===== src/verilog/irq_params.svh =====
// Addresses, reset values, field positions and timing figures of the interrupt request control
`ifndef IRQ_PARAMS_SVH
`define IRQ_PARAMS_SVH

`define ADDR_REQ_LO 16'hffe0
`define ADDR_REQ_HI 16'hffe1
`define ADDR_MASK_LO 16'hffe4
`define ADDR_MASK_HI 16'hffe5
`define ADDR_EDGE_SEL 16'hffec

`define RST_REQ 8'h00
`define RST_MASK 8'hff
`define RST_EDGE_SEL 8'h00
`define EDGE_SEL_WMASK 8'h3c
`define HI_USED_MASK 8'h0f
`define RD_ZERO 8'h00

`define NUM_SRC 12
`define SRC_WDT 0
`define SRC_PIN_A 1
`define SRC_PIN_B 2
`define SRC_TI_RISE 3
`define SRC_TI_FALL 4
`define SRC_REMOTE 5
`define SRC_KEY 6
`define SRC_SERIAL 7
`define SRC_TM_A 8
`define SRC_TM_B 9
`define SRC_WATCH 10
`define SRC_WATCH_IV 11

`define ESEL_A_LSB 2
`define ESEL_B_LSB 4
`define ESEL_FALL 2'h0
`define ESEL_RISE 2'h1
`define ESEL_BOTH 2'h3

`define NMI_VECTOR 16'h0004
`define VEC_BASE 16'h0004
`define VEC_STEP 16'h0002

`define LAT_MIN_CLK 9
`define LAT_MAX_CLK 19

`endif


===== src/verilog/irq_pkg.sv =====
// Types shared by the interrupt request control modules
package irq_pkg;

	typedef struct packed {
		logic [15:0] addr;
		logic [7:0] wdata;
		logic wr;
		logic rd;
		logic bit_wr;
		logic [2:0] bit_pos;
		logic bit_val;
	} bus_req_t;

	typedef struct packed {
		logic wdt_ovf;
		logic remote_ovf;
		logic key_scan;
		logic serial_done;
		logic timer_a_match;
		logic timer_b_match;
		logic watch;
		logic watch_interval;
	} src_evt_t;

	typedef struct packed {
		logic prev;
		logic primed;
	} edge_state_t;

	typedef struct packed {
		logic [11:0] req_flags;
		logic [11:0] mask_flags;
		logic [7:0] edge_sel;
		logic nmi_pending;
		logic [7:0] rdata;
		logic nmi_out;
		logic irq_out;
		logic [15:0] vector;
		logic [3:0] vec_idx;
		logic standby;
		logic ie_clear;
	} ctl_state_t;

endpackage


===== src/verilog/pin_edge_detect.sv =====
// Rising and falling edge detector for one synchronous pin
`timescale 1ns/1ps
module pin_edge_detect (
	input wire logic clk,
	input wire logic nrst,
	input wire logic level,
	output logic rise,
	output logic fall
);
	irq_pkg::edge_state_t st_r;
	irq_pkg::edge_state_t st_nxt;

	always_comb begin
		st_nxt.prev = level;
		st_nxt.primed = 1'b1;
	end

	always_ff @(posedge clk or negedge nrst) begin
		if (!nrst) begin
			st_r <= '0;
		end else begin
			st_r <= st_nxt;
		end
	end

	// No edge before the first sample after reset, so a high pin does not fire
	assign rise = st_r.primed & level & ~st_r.prev;
	assign fall = st_r.primed & ~level & st_r.prev;
endmodule // pin_edge_detect


===== src/verilog/fixed_priority_pick.sv =====
// Fixed priority selector: lowest set index wins
`timescale 1ns/1ps
module fixed_priority_pick (
	input wire logic [11:0] eligible,
	output logic valid,
	output logic [3:0] index
);
	always_comb begin
		valid = 1'b0;
		index = 4'h0;
		for (int i = 11; i >= 0; i--) begin
			if (eligible[i]) begin
				valid = 1'b1;
				index = 4'(i);
			end
		end
	end
endmodule // fixed_priority_pick


===== src/verilog/interrupt_request_control.sv =====
// Interrupt request control: request and mask flags, edge select, priority and vector
`timescale 1ns/1ps
`include "irq_params.svh"
module interrupt_request_control (
	input wire logic CLK_SYS,
	input wire logic NRST,
	input wire irq_pkg::bus_req_t BUS_REQ,
	output logic [7:0] RDATA,
	input wire irq_pkg::src_evt_t SRC_EVENTS,
	input wire logic PIN_A,
	input wire logic PIN_B,
	input wire logic TIMER_PIN,
	input wire logic WDT_INTERVAL_MODE,
	input wire logic GLOBAL_IRQ_ENABLE,
	input wire logic ACK,
	output logic NMI_REQ,
	output logic IRQ_REQ,
	output logic [15:0] VECTOR,
	output logic STANDBY_RELEASE,
	output logic IE_CLEAR
);
	irq_pkg::ctl_state_t st_r;
	irq_pkg::ctl_state_t st_nxt;

	logic pin_a_rise;
	logic pin_a_fall;
	logic pin_b_rise;
	logic pin_b_fall;
	logic ti_rise;
	logic ti_fall;
	logic pick_valid;
	logic [3:0] pick_idx;
	logic [11:0] eligible;

	// Byte write or single-bit write onto an 8-bit register image
	function automatic logic [7:0] apply_write(input logic [7:0] old, input irq_pkg::bus_req_t req);
		logic [7:0] res;
		res = old;
		if (req.wr) begin
			res = req.wdata;
		end else if (req.bit_wr) begin
			res[req.bit_pos] = req.bit_val;
		end
		return res;
	endfunction

	function automatic logic edge_hit(input logic [1:0] sel, input logic rise, input logic fall);
		logic hit;
		hit = 1'b0;
		case (sel)
			`ESEL_FALL: hit = fall;
			`ESEL_RISE: hit = rise;
			`ESEL_BOTH: hit = rise | fall;
			default: hit = 1'b0;
		endcase
		return hit;
	endfunction

	function automatic logic [15:0] vector_of(input logic [3:0] idx);
		return 16'(`VEC_BASE + `VEC_STEP * {12'h000, idx});
	endfunction

	pin_edge_detect u_pin_a (
		.clk(CLK_SYS),
		.nrst(NRST),
		.level(PIN_A),
		.rise(pin_a_rise),
		.fall(pin_a_fall)
	);

	pin_edge_detect u_pin_b (
		.clk(CLK_SYS),
		.nrst(NRST),
		.level(PIN_B),
		.rise(pin_b_rise),
		.fall(pin_b_fall)
	);

	pin_edge_detect u_timer_pin (
		.clk(CLK_SYS),
		.nrst(NRST),
		.level(TIMER_PIN),
		.rise(ti_rise),
		.fall(ti_fall)
	);

	// Arbitration runs on registered flags to keep the bus write off the vector path
	assign eligible = st_r.req_flags & ~st_r.mask_flags;

	fixed_priority_pick u_pick (
		.eligible(eligible),
		.valid(pick_valid),
		.index(pick_idx)
	);

	always_comb begin
		logic [11:0] flags;
		logic [11:0] masks;
		logic [11:0] sets;
		logic [7:0] esel;
		logic [7:0] byte_lo;
		logic [7:0] byte_hi;
		logic nmi;
		logic flag_access;
		logic wr_any;
		logic ack_irq;
		logic ack_nmi;

		byte_lo = 8'h00;
		byte_hi = 8'h00;
		sets = 12'h000;
		flag_access = 1'b0;
		flags = st_r.req_flags;
		masks = st_r.mask_flags;
		esel = st_r.edge_sel;
		nmi = st_r.nmi_pending;
		wr_any = BUS_REQ.wr | BUS_REQ.bit_wr;
		ack_nmi = ACK & st_r.nmi_out;
		ack_irq = ACK & st_r.irq_out & ~st_r.nmi_out;

		// Software writes: byte or single bit; the edge select takes byte writes only
		if (wr_any && BUS_REQ.addr == `ADDR_REQ_LO) begin
			byte_lo = apply_write(flags[7:0], BUS_REQ);
			if (!WDT_INTERVAL_MODE) begin
				byte_lo[`SRC_WDT] = flags[`SRC_WDT];
			end
			flags[7:0] = byte_lo;
		end
		if (wr_any && BUS_REQ.addr == `ADDR_REQ_HI) begin
			byte_hi = apply_write({4'h0, flags[11:8]}, BUS_REQ);
			flags[11:8] = byte_hi[3:0];
		end
		if (wr_any && BUS_REQ.addr == `ADDR_MASK_LO) begin
			masks[7:0] = apply_write(masks[7:0], BUS_REQ);
		end
		if (wr_any && BUS_REQ.addr == `ADDR_MASK_HI) begin
			byte_hi = apply_write({4'hf, masks[11:8]}, BUS_REQ);
			masks[11:8] = byte_hi[3:0];
		end
		if (BUS_REQ.wr && BUS_REQ.addr == `ADDR_EDGE_SEL) begin
			esel = BUS_REQ.wdata & `EDGE_SEL_WMASK;
		end

		// Acknowledge clears the flag that was presented
		if (ack_irq) begin
			flags[st_r.vec_idx] = 1'b0;
		end
		if (ack_nmi) begin
			nmi = 1'b0;
		end

		// Hardware sets applied last so they win over any clear
		sets = '0;
		sets[`SRC_WDT] = SRC_EVENTS.wdt_ovf & WDT_INTERVAL_MODE;
		sets[`SRC_PIN_A] = edge_hit(esel[`ESEL_A_LSB +: 2], pin_a_rise, pin_a_fall);
		sets[`SRC_PIN_B] = edge_hit(esel[`ESEL_B_LSB +: 2], pin_b_rise, pin_b_fall);
		sets[`SRC_TI_RISE] = ti_rise;
		sets[`SRC_TI_FALL] = ti_fall;
		sets[`SRC_REMOTE] = SRC_EVENTS.remote_ovf;
		sets[`SRC_KEY] = SRC_EVENTS.key_scan;
		sets[`SRC_SERIAL] = SRC_EVENTS.serial_done;
		sets[`SRC_TM_A] = SRC_EVENTS.timer_a_match;
		sets[`SRC_TM_B] = SRC_EVENTS.timer_b_match;
		sets[`SRC_WATCH] = SRC_EVENTS.watch;
		sets[`SRC_WATCH_IV] = SRC_EVENTS.watch_interval;
		flags = flags | sets;
		if (SRC_EVENTS.wdt_ovf && !WDT_INTERVAL_MODE) begin
			nmi = 1'b1;
		end

		st_nxt.req_flags = flags;
		st_nxt.mask_flags = masks;
		st_nxt.edge_sel = esel;
		st_nxt.nmi_pending = nmi;

		// Read data, registered
		st_nxt.rdata = `RD_ZERO;
		if (BUS_REQ.rd) begin
			unique case (BUS_REQ.addr)
				`ADDR_REQ_LO: begin
					st_nxt.rdata = st_r.req_flags[7:0];
					if (!WDT_INTERVAL_MODE) begin
						st_nxt.rdata[`SRC_WDT] = 1'b0;
					end
				end
				`ADDR_REQ_HI: st_nxt.rdata = {4'h0, st_r.req_flags[11:8]};
				`ADDR_MASK_LO: st_nxt.rdata = st_r.mask_flags[7:0];
				`ADDR_MASK_HI: st_nxt.rdata = {4'hf, st_r.mask_flags[11:8]};
				`ADDR_EDGE_SEL: st_nxt.rdata = st_r.edge_sel;
				default: st_nxt.rdata = `RD_ZERO;
			endcase
		end

		// Maskable requests held back while the flag or mask registers are being touched
		flag_access = (wr_any | BUS_REQ.rd) &&
			(BUS_REQ.addr == `ADDR_REQ_LO || BUS_REQ.addr == `ADDR_REQ_HI ||
			BUS_REQ.addr == `ADDR_MASK_LO || BUS_REQ.addr == `ADDR_MASK_HI);

		// Non-maskable first; a maskable one needs the global enable
		st_nxt.nmi_out = st_r.nmi_pending & ~ack_nmi;
		st_nxt.irq_out = pick_valid & GLOBAL_IRQ_ENABLE & ~st_r.nmi_pending & ~flag_access &
			~ack_irq & ~ack_nmi;
		if (st_r.nmi_pending) begin
			st_nxt.vector = `NMI_VECTOR;
			st_nxt.vec_idx = st_r.vec_idx;
		end else begin
			st_nxt.vector = vector_of(pick_idx);
			st_nxt.vec_idx = pick_idx;
		end
		// Standby wake does not wait for the global enable
		st_nxt.standby = st_r.nmi_pending | (|eligible);
		st_nxt.ie_clear = ack_irq | ack_nmi;
	end

	always_ff @(posedge CLK_SYS or negedge NRST) begin
		if (!NRST) begin
			st_r.req_flags <= 12'({`RST_REQ, `RST_REQ} >> 4);
			st_r.mask_flags <= 12'({`RST_MASK, `RST_MASK} >> 4);
			st_r.edge_sel <= `RST_EDGE_SEL;
			st_r.nmi_pending <= 1'b0;
			st_r.rdata <= `RD_ZERO;
			st_r.nmi_out <= 1'b0;
			st_r.irq_out <= 1'b0;
			st_r.vector <= `NMI_VECTOR;
			st_r.vec_idx <= 4'h0;
			st_r.standby <= 1'b0;
			st_r.ie_clear <= 1'b0;
		end else begin
			st_r <= st_nxt;
		end
	end

	assign RDATA = st_r.rdata;
	assign NMI_REQ = st_r.nmi_out;
	assign IRQ_REQ = st_r.irq_out;
	assign VECTOR = st_r.vector;
	assign STANDBY_RELEASE = st_r.standby;
	assign IE_CLEAR = st_r.ie_clear;
endmodule // interrupt_request_control


===== config.mk =====
export PLATFORM = sky130hd
export DESIGN_NAME = interrupt_request_control
export DESIGN_NICKNAME = d
export VERILOG_FILES = /design/src/verilog/irq_pkg.sv /design/src/verilog/pin_edge_detect.sv /design/src/verilog/fixed_priority_pick.sv /design/src/verilog/interrupt_request_control.sv
export VERILOG_INCLUDE_DIRS = /design/src /design/src/verilog
export SDC_FILE = /design/constraint.sdc
export NUM_CORES = 1
export LEC_CHECK = 0
export BUFFER_PORTS_ARGS = -buffer_cell sky130_fd_sc_hd__buf_2
export CORE_MARGIN = 2
export CORE_UTILIZATION = 50
export CTS_CLUSTER_SIZE = 24
export DETAILED_ROUTE_END_ITERATION = 8
export PLACE_DENSITY = 0.82
export REMOVE_ABC_BUFFERS = 1
export SETUP_SLACK_MARGIN = 0.3
export SKIP_CTS_REPAIR_TIMING = 1
export SLEW_MARGIN = 20
export SYNTH_ARGS = -nofsm -noshare
export SYNTH_HDL_FRONTEND = slang
export SYNTH_SLANG_ARGS = --single-unit

===== constraint.sdc =====
create_clock -name CLK_SYS -period 2.05 [get_ports CLK_SYS]
set_input_delay 0.205 -clock CLK_SYS [delete_from_list [all_inputs] [get_ports CLK_SYS]]
set_output_delay 0.205 -clock CLK_SYS [all_outputs]
set_load 0.02 [all_outputs]

==> results of run 1 <==
[per-stage QoR]
| step | util (%) | hold slack [ps] | area (um^2) | std cells | power [uW] |
|---|---|---|---|---|---|
| after detailed placement | 56.7 | 217 | 3620 | 484 | 1480 |
| after CTS | 58.5 | -125 | 3740 | 492 | 2240 |
| after global placement | 56.7 | 204 | 3620 | 484 | 1470 |
| final | 60.1 | 19.5 | 3840 | 497 | 2260 |
| after global routing | 60.1 | 18.2 | 3840 | 497 | 2340 |
| after floorplan | - | -90.6 | 3140 | 336 | 1310 |
[area by class of cell]
cell class              count  area [um^2]
clock inverters             3         47.5
well taps                  77         96.3
flip-flops and latches     54         1370
inverters                   4         15.0
clock buffers               5         68.8
repair buffers             76          428
fillers                   584         2550
multi-input cells         278         1810
[logic make-up after synthesis]
family                   count (synthesis)
XOR/XNOR                                 3
AO/OA/AOI/OAI                           84
multiplexers                            22
other                                    2
AND/OR/NAND/NOR                        155
flip-flops                              54
adder cells (fa/ha/maj)                  1
buffers and inverters                   40
[power by group]
| part | switching [uW] | leakage (uW) | total (uW) | internal, uW |
|---|---|---|---|---|
| Clock | 398 | 0.0000591 | 772 | 374 |
| Sequential | 46.3 | 0.000622 | 1150 | 1100 |
| Combinational | 206 | 0.000979 | 338 | 132 |
[synthesized netlist by cell type, drive strengths merged (2+ instances only)]
master / count / area [um^2]
a21oi: 22 / 110
o31ai: 2 / 15.0
o41ai: 2 / 17.5
inv: 4 / 15.0
nand3b: 4 / 30.0
clkbuf: 7 / 26.3
nor4: 4 / 40.0
o211ai: 4 / 30.0
a22oi: 4 / 30.0
and2: 3 / 21.3
o221ai: 2 / 17.5
o311ai: 2 / 17.5
xnor2: 2 / 17.5
o22ai: 6 / 37.5
nand2: 37 / 139
conb: 2 / 7.51
o21ai: 16 / 80.1
nand4: 2 / 12.5
dfrtp: 41 / 1030
a211oi: 2 / 15.0
mux2: 12 / 135
nor3b: 3 / 27.5
o21bai: 6 / 45.0
dfstp: 13 / 342
nor2: 39 / 146
nand2b: 13 / 81.3
nor3: 8 / 40.0
nand3: 7 / 52.6
mux2i: 6 / 60.1
or3: 3 / 18.8
buf: 29 / 205
nand4b: 3 / 26.3
mux4: 4 / 90.1
a31oi: 7 / 43.8
o21a: 2 / 15.0
a21boi: 2 / 15.0
and3: 3 / 20.0
nor2b: 20 / 125
[routing by layer]
layer	global-route usage [%]	routed length, um
met2	40.2	4120
met3	5.77	880
met5	0	0
met4	10.8	386
met1	31.9	3620
[worst reg2reg max path, stage by stage, from the launching register on]
cell and delay [ps]:
dfstp_2 570, nand2b_4 140, nand2_1 60, nor2_1 110
o31ai_2 80, a211oi_2 240, ha_2 310, nor2b_1 130
[sequential cells by signal (all words and copies together) (netlist names), 2 cells and up]
| register | flops |
|---|---|
| u_timer_pin.st_r | 2 |
| RDATA | 8 |
| VECTOR | 5 |
| st_r | 33 |
[how the worst max path moves through the flow]
| stage | slack, ps | start | cells past startpoint | endpoint |
|---|---|---|---|---|
| final | 320 | st_r[49] | 7 | VECTOR[3] |
| after global routing | 250 | st_r[45] | 6 | VECTOR[3] |
| after CTS | 140 | st_r[49] | 7 | VECTOR[3] |
| after detailed placement | 9 | BUS_REQ[16] | 7 | st_r[55] |
| after global placement | 80 | BUS_REQ[16] | 8 | st_r[45] |
| after floorplan | 260 | BUS_REQ[16] | 5 | st_r[42] |
==> impl_metrics.yaml, run 1 <==
min_path:
  min_path_cells: 1
  min-delay-start: "PIN_A"
  hp-class: "input pin to flip-flop"
  whs_endpoint: "u_pin_a.st_r[1]"
place:
  dp_slack_ps: 8.51
  dpl.hpwl_um: 6890
  place.gp.congestion: 0.943
  port_buffers: 63
clocking:
  cts_tree: "built"
  numCtsBuffers: 5
  clockRootBuffer: "clkbuf_8"
  path_clk_slew_ps: 110
  clock-sinks: 54
  clock_latency_ps: 320
  cts.path.max_buffers: 2
  cts-htree-levels: 2
critical_path:
  rrSetupSlack_ps: 320
  crit_chain: "nand2b_4 > nand2_1 > nor2_1 > o31ai_2 > a211oi_2 > ha_2 > nor2b_1"
  cp.required_ps: 2260
  rr_worst_depth: 7
  critPathArrivalTime_ps: 1940
  crit_type: "flip-flop to flip-flop"
  rr_startpoint: "st_r[49]"
  slowest_delay_ps: 570
  start_kind: "flip-flop"
  critPathSlowestCell: "dfstp_2"
  worst-path-buf-inv: 0
  r2r-end: "VECTOR[3]"
  crit_family: "flip-flops"
  path_max_fanout: 3
  worstSetupEndpointType: "flip-flop"
finish:
  n_antenna_cell: 0
  final_cell_mix: "63 x buf_2, 41 x dfrtp_1, 39 x nor2_1"
  nets: 467
  drive_gt1_share_pct: 32.1
  area_growth_pct: 15.4
  layout_commonest_cell: "buf_2"
sta:
  max_freq_mhz: 578
  hold_violations: 0
  worst_slack_ps: 321
  worst_pin_slew_ps: 551
  report.final.slew_viol_count: 0
  fin_crit_ps: 1730
  fin_skew_ps: 12.1
  relSlewSlack_pct: 63.3
  finalSetupViolations: 0
  rsz0062_at_grt: "yes"
  fin_crit_sh_pct: 84.3
  finalSetupTns_ps: 0
yosys:
  synth_compound_area_share_pct: 16.0
  synth_edf_count: 0
  synth_top_family_by_area: "simple AND/OR/NAND/NOR gates"
  synth_cell_type_count: 59
  synthSimpleGateAreaFrac_pct: 25.5
  synthAdderAreaFrac_pct: 0.376
  async_flop_share_pct: 100
  ys_seq_area_share_pct: 41.1
  synth_cells: 361
  avgSynthCellArea_um2: 9.21
  synth_warnings: 0
  synth.ff_latch_count: 54
  yosys_most_used_dff: "dfrtp_1"
  synthMuxAreaShare_pct: 8.58
  netlist_area_um2: 3330
  yosys.area_share.xor_xnor_pct: 0.790
global_routing:
  grt_pass1_vias: 2947
  antenna_found_initial: 0
  grt_pass1_wl_um: 14100
  overflow: 0
  track_usage_pct: 24.8
  grt_max_degree: 34
die:
  die_x_um: 85.6
  die_h_um: 85.6
  start_util_pct: 52.1
  num_rows: 29
  io_pins: 75
  die-area_um2: 7320
  core-area_um2: 6390
routing:
  via_count: 3004
  drc_errors: 0
  dr.pass1.iters: 5
  routed_via_density: 6.04
  avgRoutedWirePerCell_um: 18.1
  postRouteAntennaNets: 0
  drt-initial-drc-count: 336
  finalWirelength_um: 9010
power:
  ir_drop_mv: 0.469
  p_leak_uw: 0.00166
  pwr_density_cell_nw_per_um2: 588
job:
  maxCapViolCount: 0
outcome:
  status: "completed"
Note: power is estimated with default switching activity, not from simulation.
==> run 2, diff against run 1 <==
- CORE_UTILIZATION: 50 -> 49
- PLACE_DENSITY: 0.82 -> 0.83
- clock period: 2.05 -> 1.52 ns (I/O delays scaled with it)
==> impl_metrics.yaml, run 2 (synthesized netlist as in run 1, its figures left out) <==
place:
  place.gp.congestion: 0.986
  dp_slack_ps: -335
  dpl.hpwl_um: 7350
  port_buffers: 63
  place_inst: 543
sta:
  max_freq_mhz: 559
  worst_pin_slew_ps: 742
  finalSetupTns_ps: -1440
  whs_ps: 19.7
  fin_skew_ps: 9.25
  fin_crit_ps: 1790
  hold_violations: 0
  report.final.slew_viol_count: 0
  finalSetupViolations: 12
  rsz0062_at_grt: "yes"
  relSlewSlack_pct: 50.6
  fin_crit_sh_pct: 118
  worst_slack_ps: -267
routing:
  postRouteAntennaNets: 0
  dr.pass1.iters: 5
  drt-initial-drc-count: 307
  drc_errors: 0
  finalWirelength_um: 11400
  avgRoutedWirePerCell_um: 20.2
  routed_via_density: 6.17
  via_count: 3488
global_routing:
  grt_pass1_wl_um: 14600
  grt_pass1_vias: 3028
  grt_max_degree: 55
  overflow: 0
  track_usage_pct: 25.5
  antenna_found_initial: 0
finish:
  layout_commonest_cell: "buf_2"
  largest_reg_flops: 33
  nets: 532
  final_cell_mix: "61 x buf_2, 50 x buf_4, 41 x dfrtp_1"
  drive_gt1_share_pct: 52.6
  area_growth_pct: 45.7
  final_cells: 565
  regMostFlops: "st_r"
  n_antenna_cell: 0
outcome:
  status: "finished, violations left"
  violations: "negative setup slack"
critical_path:
  worstSetupEndpointType: "flip-flop"
  cp.required_ps: 1730
  critPathArrivalTime_ps: 2000
  rr_startpoint: "st_r[50]"
  crit_type: "flip-flop to flip-flop"
  critPathLaunch: "st_r[50]"
  path_max_fanout: 2
  start_kind: "flip-flop"
die:
  core-area_um2: 6680
  die_h_um: 86.4
  io_pins: 75
  start_util_pct: 49.8
  die_x_um: 86.4
  die-area_um2: 7460
  num_rows: 30
min_path:
  min-delay-start: "SRC_EVENTS[5]"
  hp-class: "input pin to flip-flop"
job:
  maxCapViolCount: 0
clocking:
  clock_latency_ps: 320
  path_clk_slew_ps: 110
  cts_tree: "built"
  numCtsBuffers: 5
  clock-sinks: 54
  cts.path.max_buffers: 2
  clockRootBuffer: "clkbuf_8"
  cts-htree-levels: 2
power:
  ir_drop_mv: 0.445
  p_leak_uw: 0.00211
  pwr_density_cell_nw_per_um2: 656
  power_uw: 3180
run 2: cell types whose count changed in the layout (fill, tap and decap cells not counted), sizes merged:
cell,delta
buf,+62
clkinvlp,+1
dlygate4sd3,+3
inv,-1
run 2: path summary, 6_finish.rpt:
| path | to | slack [ps] | depth (start not counted) |
|---|---|---|---|
| worst max-delay path | VECTOR[3] | -270 | 7 |
| worst min-delay path | st_r[59] | 20 | 2 |
| worst max register to register | VECTOR[3] | -270 | 7 |
| worst min register to register | st_r[56] | 500 | 1 |
| max in group asynchronous | st_r[48] | 890 | 3 |
| min in group asynchronous | VECTOR[5] | 340 | 3 |
run 2: stage by stage:
step / area [um^2] / utilization [%]
floorplan: 3140 / -
global placement: 4040 / 60.5
detailed placement: 4040 / 60.5
CTS: 4160 / 62.3
global route: 4840 / 72.5
finish: 4840 / 72.5
run 2: where the power goes:
group / switching [uW] / internal (uW)
logic: 352 / 251
registers: 57.3 / 1480
clock network: 533 / 503
total: 942 / 2240
run 2: final cells by class:
type,count,area [um^2]
clock inverters,3,48.8
inverters,4,15.0
flip-flops and latches,54,1370
fillers,468,1840
clock buffers,5,68.8
well taps,80,100
multi-input cells,278,2220
repair buffers,141,1020
run 2: layer usage:
layer	routed length, um	global-route usage (%)	part of all wire, %
met4	564	10.8	5.0
met2	5690	42.2	50
met5	0	0	0
met1	4140	32.9	36
met3	1000	4.67	8.8
run 2: worst max-delay path, cell delays in order (launching register included):
cell	delay (ps)
dfstp_2	570
nand2b_4	150
nand2_2	60
nor2_2	110
o31ai_2	90
a211oi_2	240
ha_2	320
nor2b_1	130
==> run 3, diff against run 2 <==
- CORE_UTILIZATION: 49 -> 50
- GPL_TIMING_DRIVEN: unset -> 0
- PLACE_DENSITY: 0.83 -> 0.84
- SYNTH_HIERARCHICAL: unset -> 1
==> impl_metrics.yaml, run 3 <==
clocking:
  clockRootBuffer: "clkbuf_8"
  numCtsBuffers: 5
  cts_tree: "built"
  cts-htree-levels: 2
  cts.path.max_buffers: 2
  clock_latency_ps: 330
  clock-sinks: 56
  path_clk_slew_ps: 110
sta:
  report.final.slew_viol_count: 0
  whs_ps: 21.9
  worst_slack_ps: -202
  fin_skew_ps: 9.58
  finalSetupTns_ps: -1720
  rsz0062_at_grt: "yes"
  relSlewSlack_pct: 49.8
  max_freq_mhz: 581
  hold_violations: 0
  fin_crit_sh_pct: 113
  finalSetupViolations: 26
  worst_pin_slew_ps: 746
  fin_crit_ps: 1720
place:
  dpl.hpwl_um: 6860
  place_inst: 529
  place.gp.congestion: 0.975
  port_buffers: 63
  dp_slack_ps: -875
critical_path:
  critPathLaunch: "st_r[58]"
  rr_startpoint: "st_r[58]"
  path_max_fanout: 4
  cp.required_ps: 1740
  start_kind: "flip-flop"
  worstSetupEndpointType: "flip-flop"
  crit_type: "flip-flop to flip-flop"
  critPathArrivalTime_ps: 1940
min_path:
  hp-class: "input pin to flip-flop"
  min-delay-start: "SRC_EVENTS[3]"
die:
  start_util_pct: 51.1
  io_pins: 75
  num_rows: 31
  die_x_um: 89.4
  core-area_um2: 7140
  die-area_um2: 7990
  die_h_um: 89.4
yosys:
  synth_edf_count: 0
  synth_most_common_cell: "dfrtp_1"
  synth_cell_type_count: 69
  synth_warnings: 6
  synth_cells: 396
  ys_seq_area_share_pct: 38.9
  synth_top_area_share_pct: 29.5
  async_flop_share_pct: 100
  ys_top_cells_by_count: "43 x dfrtp_1, 38 x nor2_1, 30 x nand2_1"
  avgSynthCellArea_um2: 9.20
  yosys_most_used_dff: "dfrtp_1"
  netlist_area_um2: 3640
  synth_top_area_cell: "dfrtp_1"
  synth.ff_latch_count: 56
  synth_area_leaders: "dfrtp_1 30%, dfstp_2 9.4%, buf_4 5.2%, nor2b_1 4.1%, nor2_1 3.9%"
global_routing:
  grt_max_degree: 57
  grt_pass1_vias: 2934
  overflow: 0
  track_usage_pct: 23.9
  grt_pass1_wl_um: 14600
  antenna_found_initial: 0
routing:
  postRouteAntennaNets: 0
  via_count: 3417
  dr.pass1.iters: 6
  avgRoutedWirePerCell_um: 18.8
  drc_errors: 0
  drt-initial-drc-count: 301
  routed_via_density: 5.98
  finalWirelength_um: 10800
finish:
  n_antenna_cell: 0
  regMostFlops: "st_r"
  largest_reg_flops: 33
  final_cell_mix: "56 x buf_2, 43 x dfrtp_1, 30 x nor2_1"
  nets: 519
  multi_input_area_um2: 2480
  fillers: 553
  regArea_um2: 1420
  area_growth_pct: 32.9
  final_cells: 571
  drive_gt1_share_pct: 45.1
  layout_commonest_cell: "buf_2"
power:
  pwr_density_cell_nw_per_um2: 704
  p_leak_uw: 0.00221
  ir_drop_mv: 0.473
outcome:
  status: "finished, violations left"
  violations: "negative setup slack"
job:
  maxCapViolCount: 0
run 3: cell count changes after synthesis, moves of 6 or more:
cell      delta
mux2_2       -8
a221oi_1     +6
o21ai_0      -8
mux2_1      +10
o21ai_1     +12
nand2_1      -7
and3b_1      +6
run 3: kinds of logic after synthesis:
group | share of synthesized area, %
compound gates | 19.0
mux | 5.15
xor+xnor | 1.20
simple gates | 26.8
flops | 38.9
buf+inv | 8.24
other cells | 0.412
fa+ha+maj | 0.343
run 3: final timing paths:
check,endpoint,slack [ps],cells past startpoint
worst max-delay path,VECTOR[3],-200,6
worst max register to register,VECTOR[3],-200,6
worst min register to register,RDATA[5],530,2
worst min-delay path,st_r[61],20,2
min in group asynchronous,IRQ_REQ,400,2
max in group asynchronous,st_r[56],660,2
run 3: final cells by class:
cell class                      instances  share of cell area (%)
Inverter                               11                   0.852
Clock inverter                          3                   0.594
Sequential cell                        56                    29.3
Tap cell                               99                    2.56
Clock buffer                            5                    1.42
Timing Repair Buffer                   97                    14.1
Multi-Input combinational cell        300                    51.2
run 3: worst max-delay path, cell delays in order (launching register included):
cell and delay [ps]:
dfrtp_1 410, nor2b_2 350, nor2_1 110, a211oi_2 250, nor3_2 80, ha_1 290, nor2b_4 120
run 3: where the power goes:
group / internal [uW] / leakage, uW / switching, uW
Sequential: 1580 / 0.000650 / 138
Combinational: 324 / 0.00150 / 447
Clock: 350 / 0.0000511 / 566
Total: 2260 / 0.00221 / 1150
run 3: per-layer routing:
metal / vias to the layer above / GRT usage (%) / routed length (um)
met5: - / 0 / 0
li1: 1555 / - / -
met2: 150 / 38.1 / 5140
met1: 1673 / 32.1 / 4530
met4: 0 / 9.77 / 460
met3: 39 / 4.71 / 622
run 3: stage by stage:
| stage | instance area (um^2) | power [uW] | util [%] |
|---|---|---|---|
| final | 4840 | 3410 | 67.9 |
| after global routing | 4840 | 3560 | 67.9 |
| after CTS | 3980 | 3220 | 55.7 |
| after detailed placement | 3880 | 2320 | 54.3 |
| after global placement | 3860 | 2300 | 54.1 |
| after floorplan | 3420 | 2050 | - |
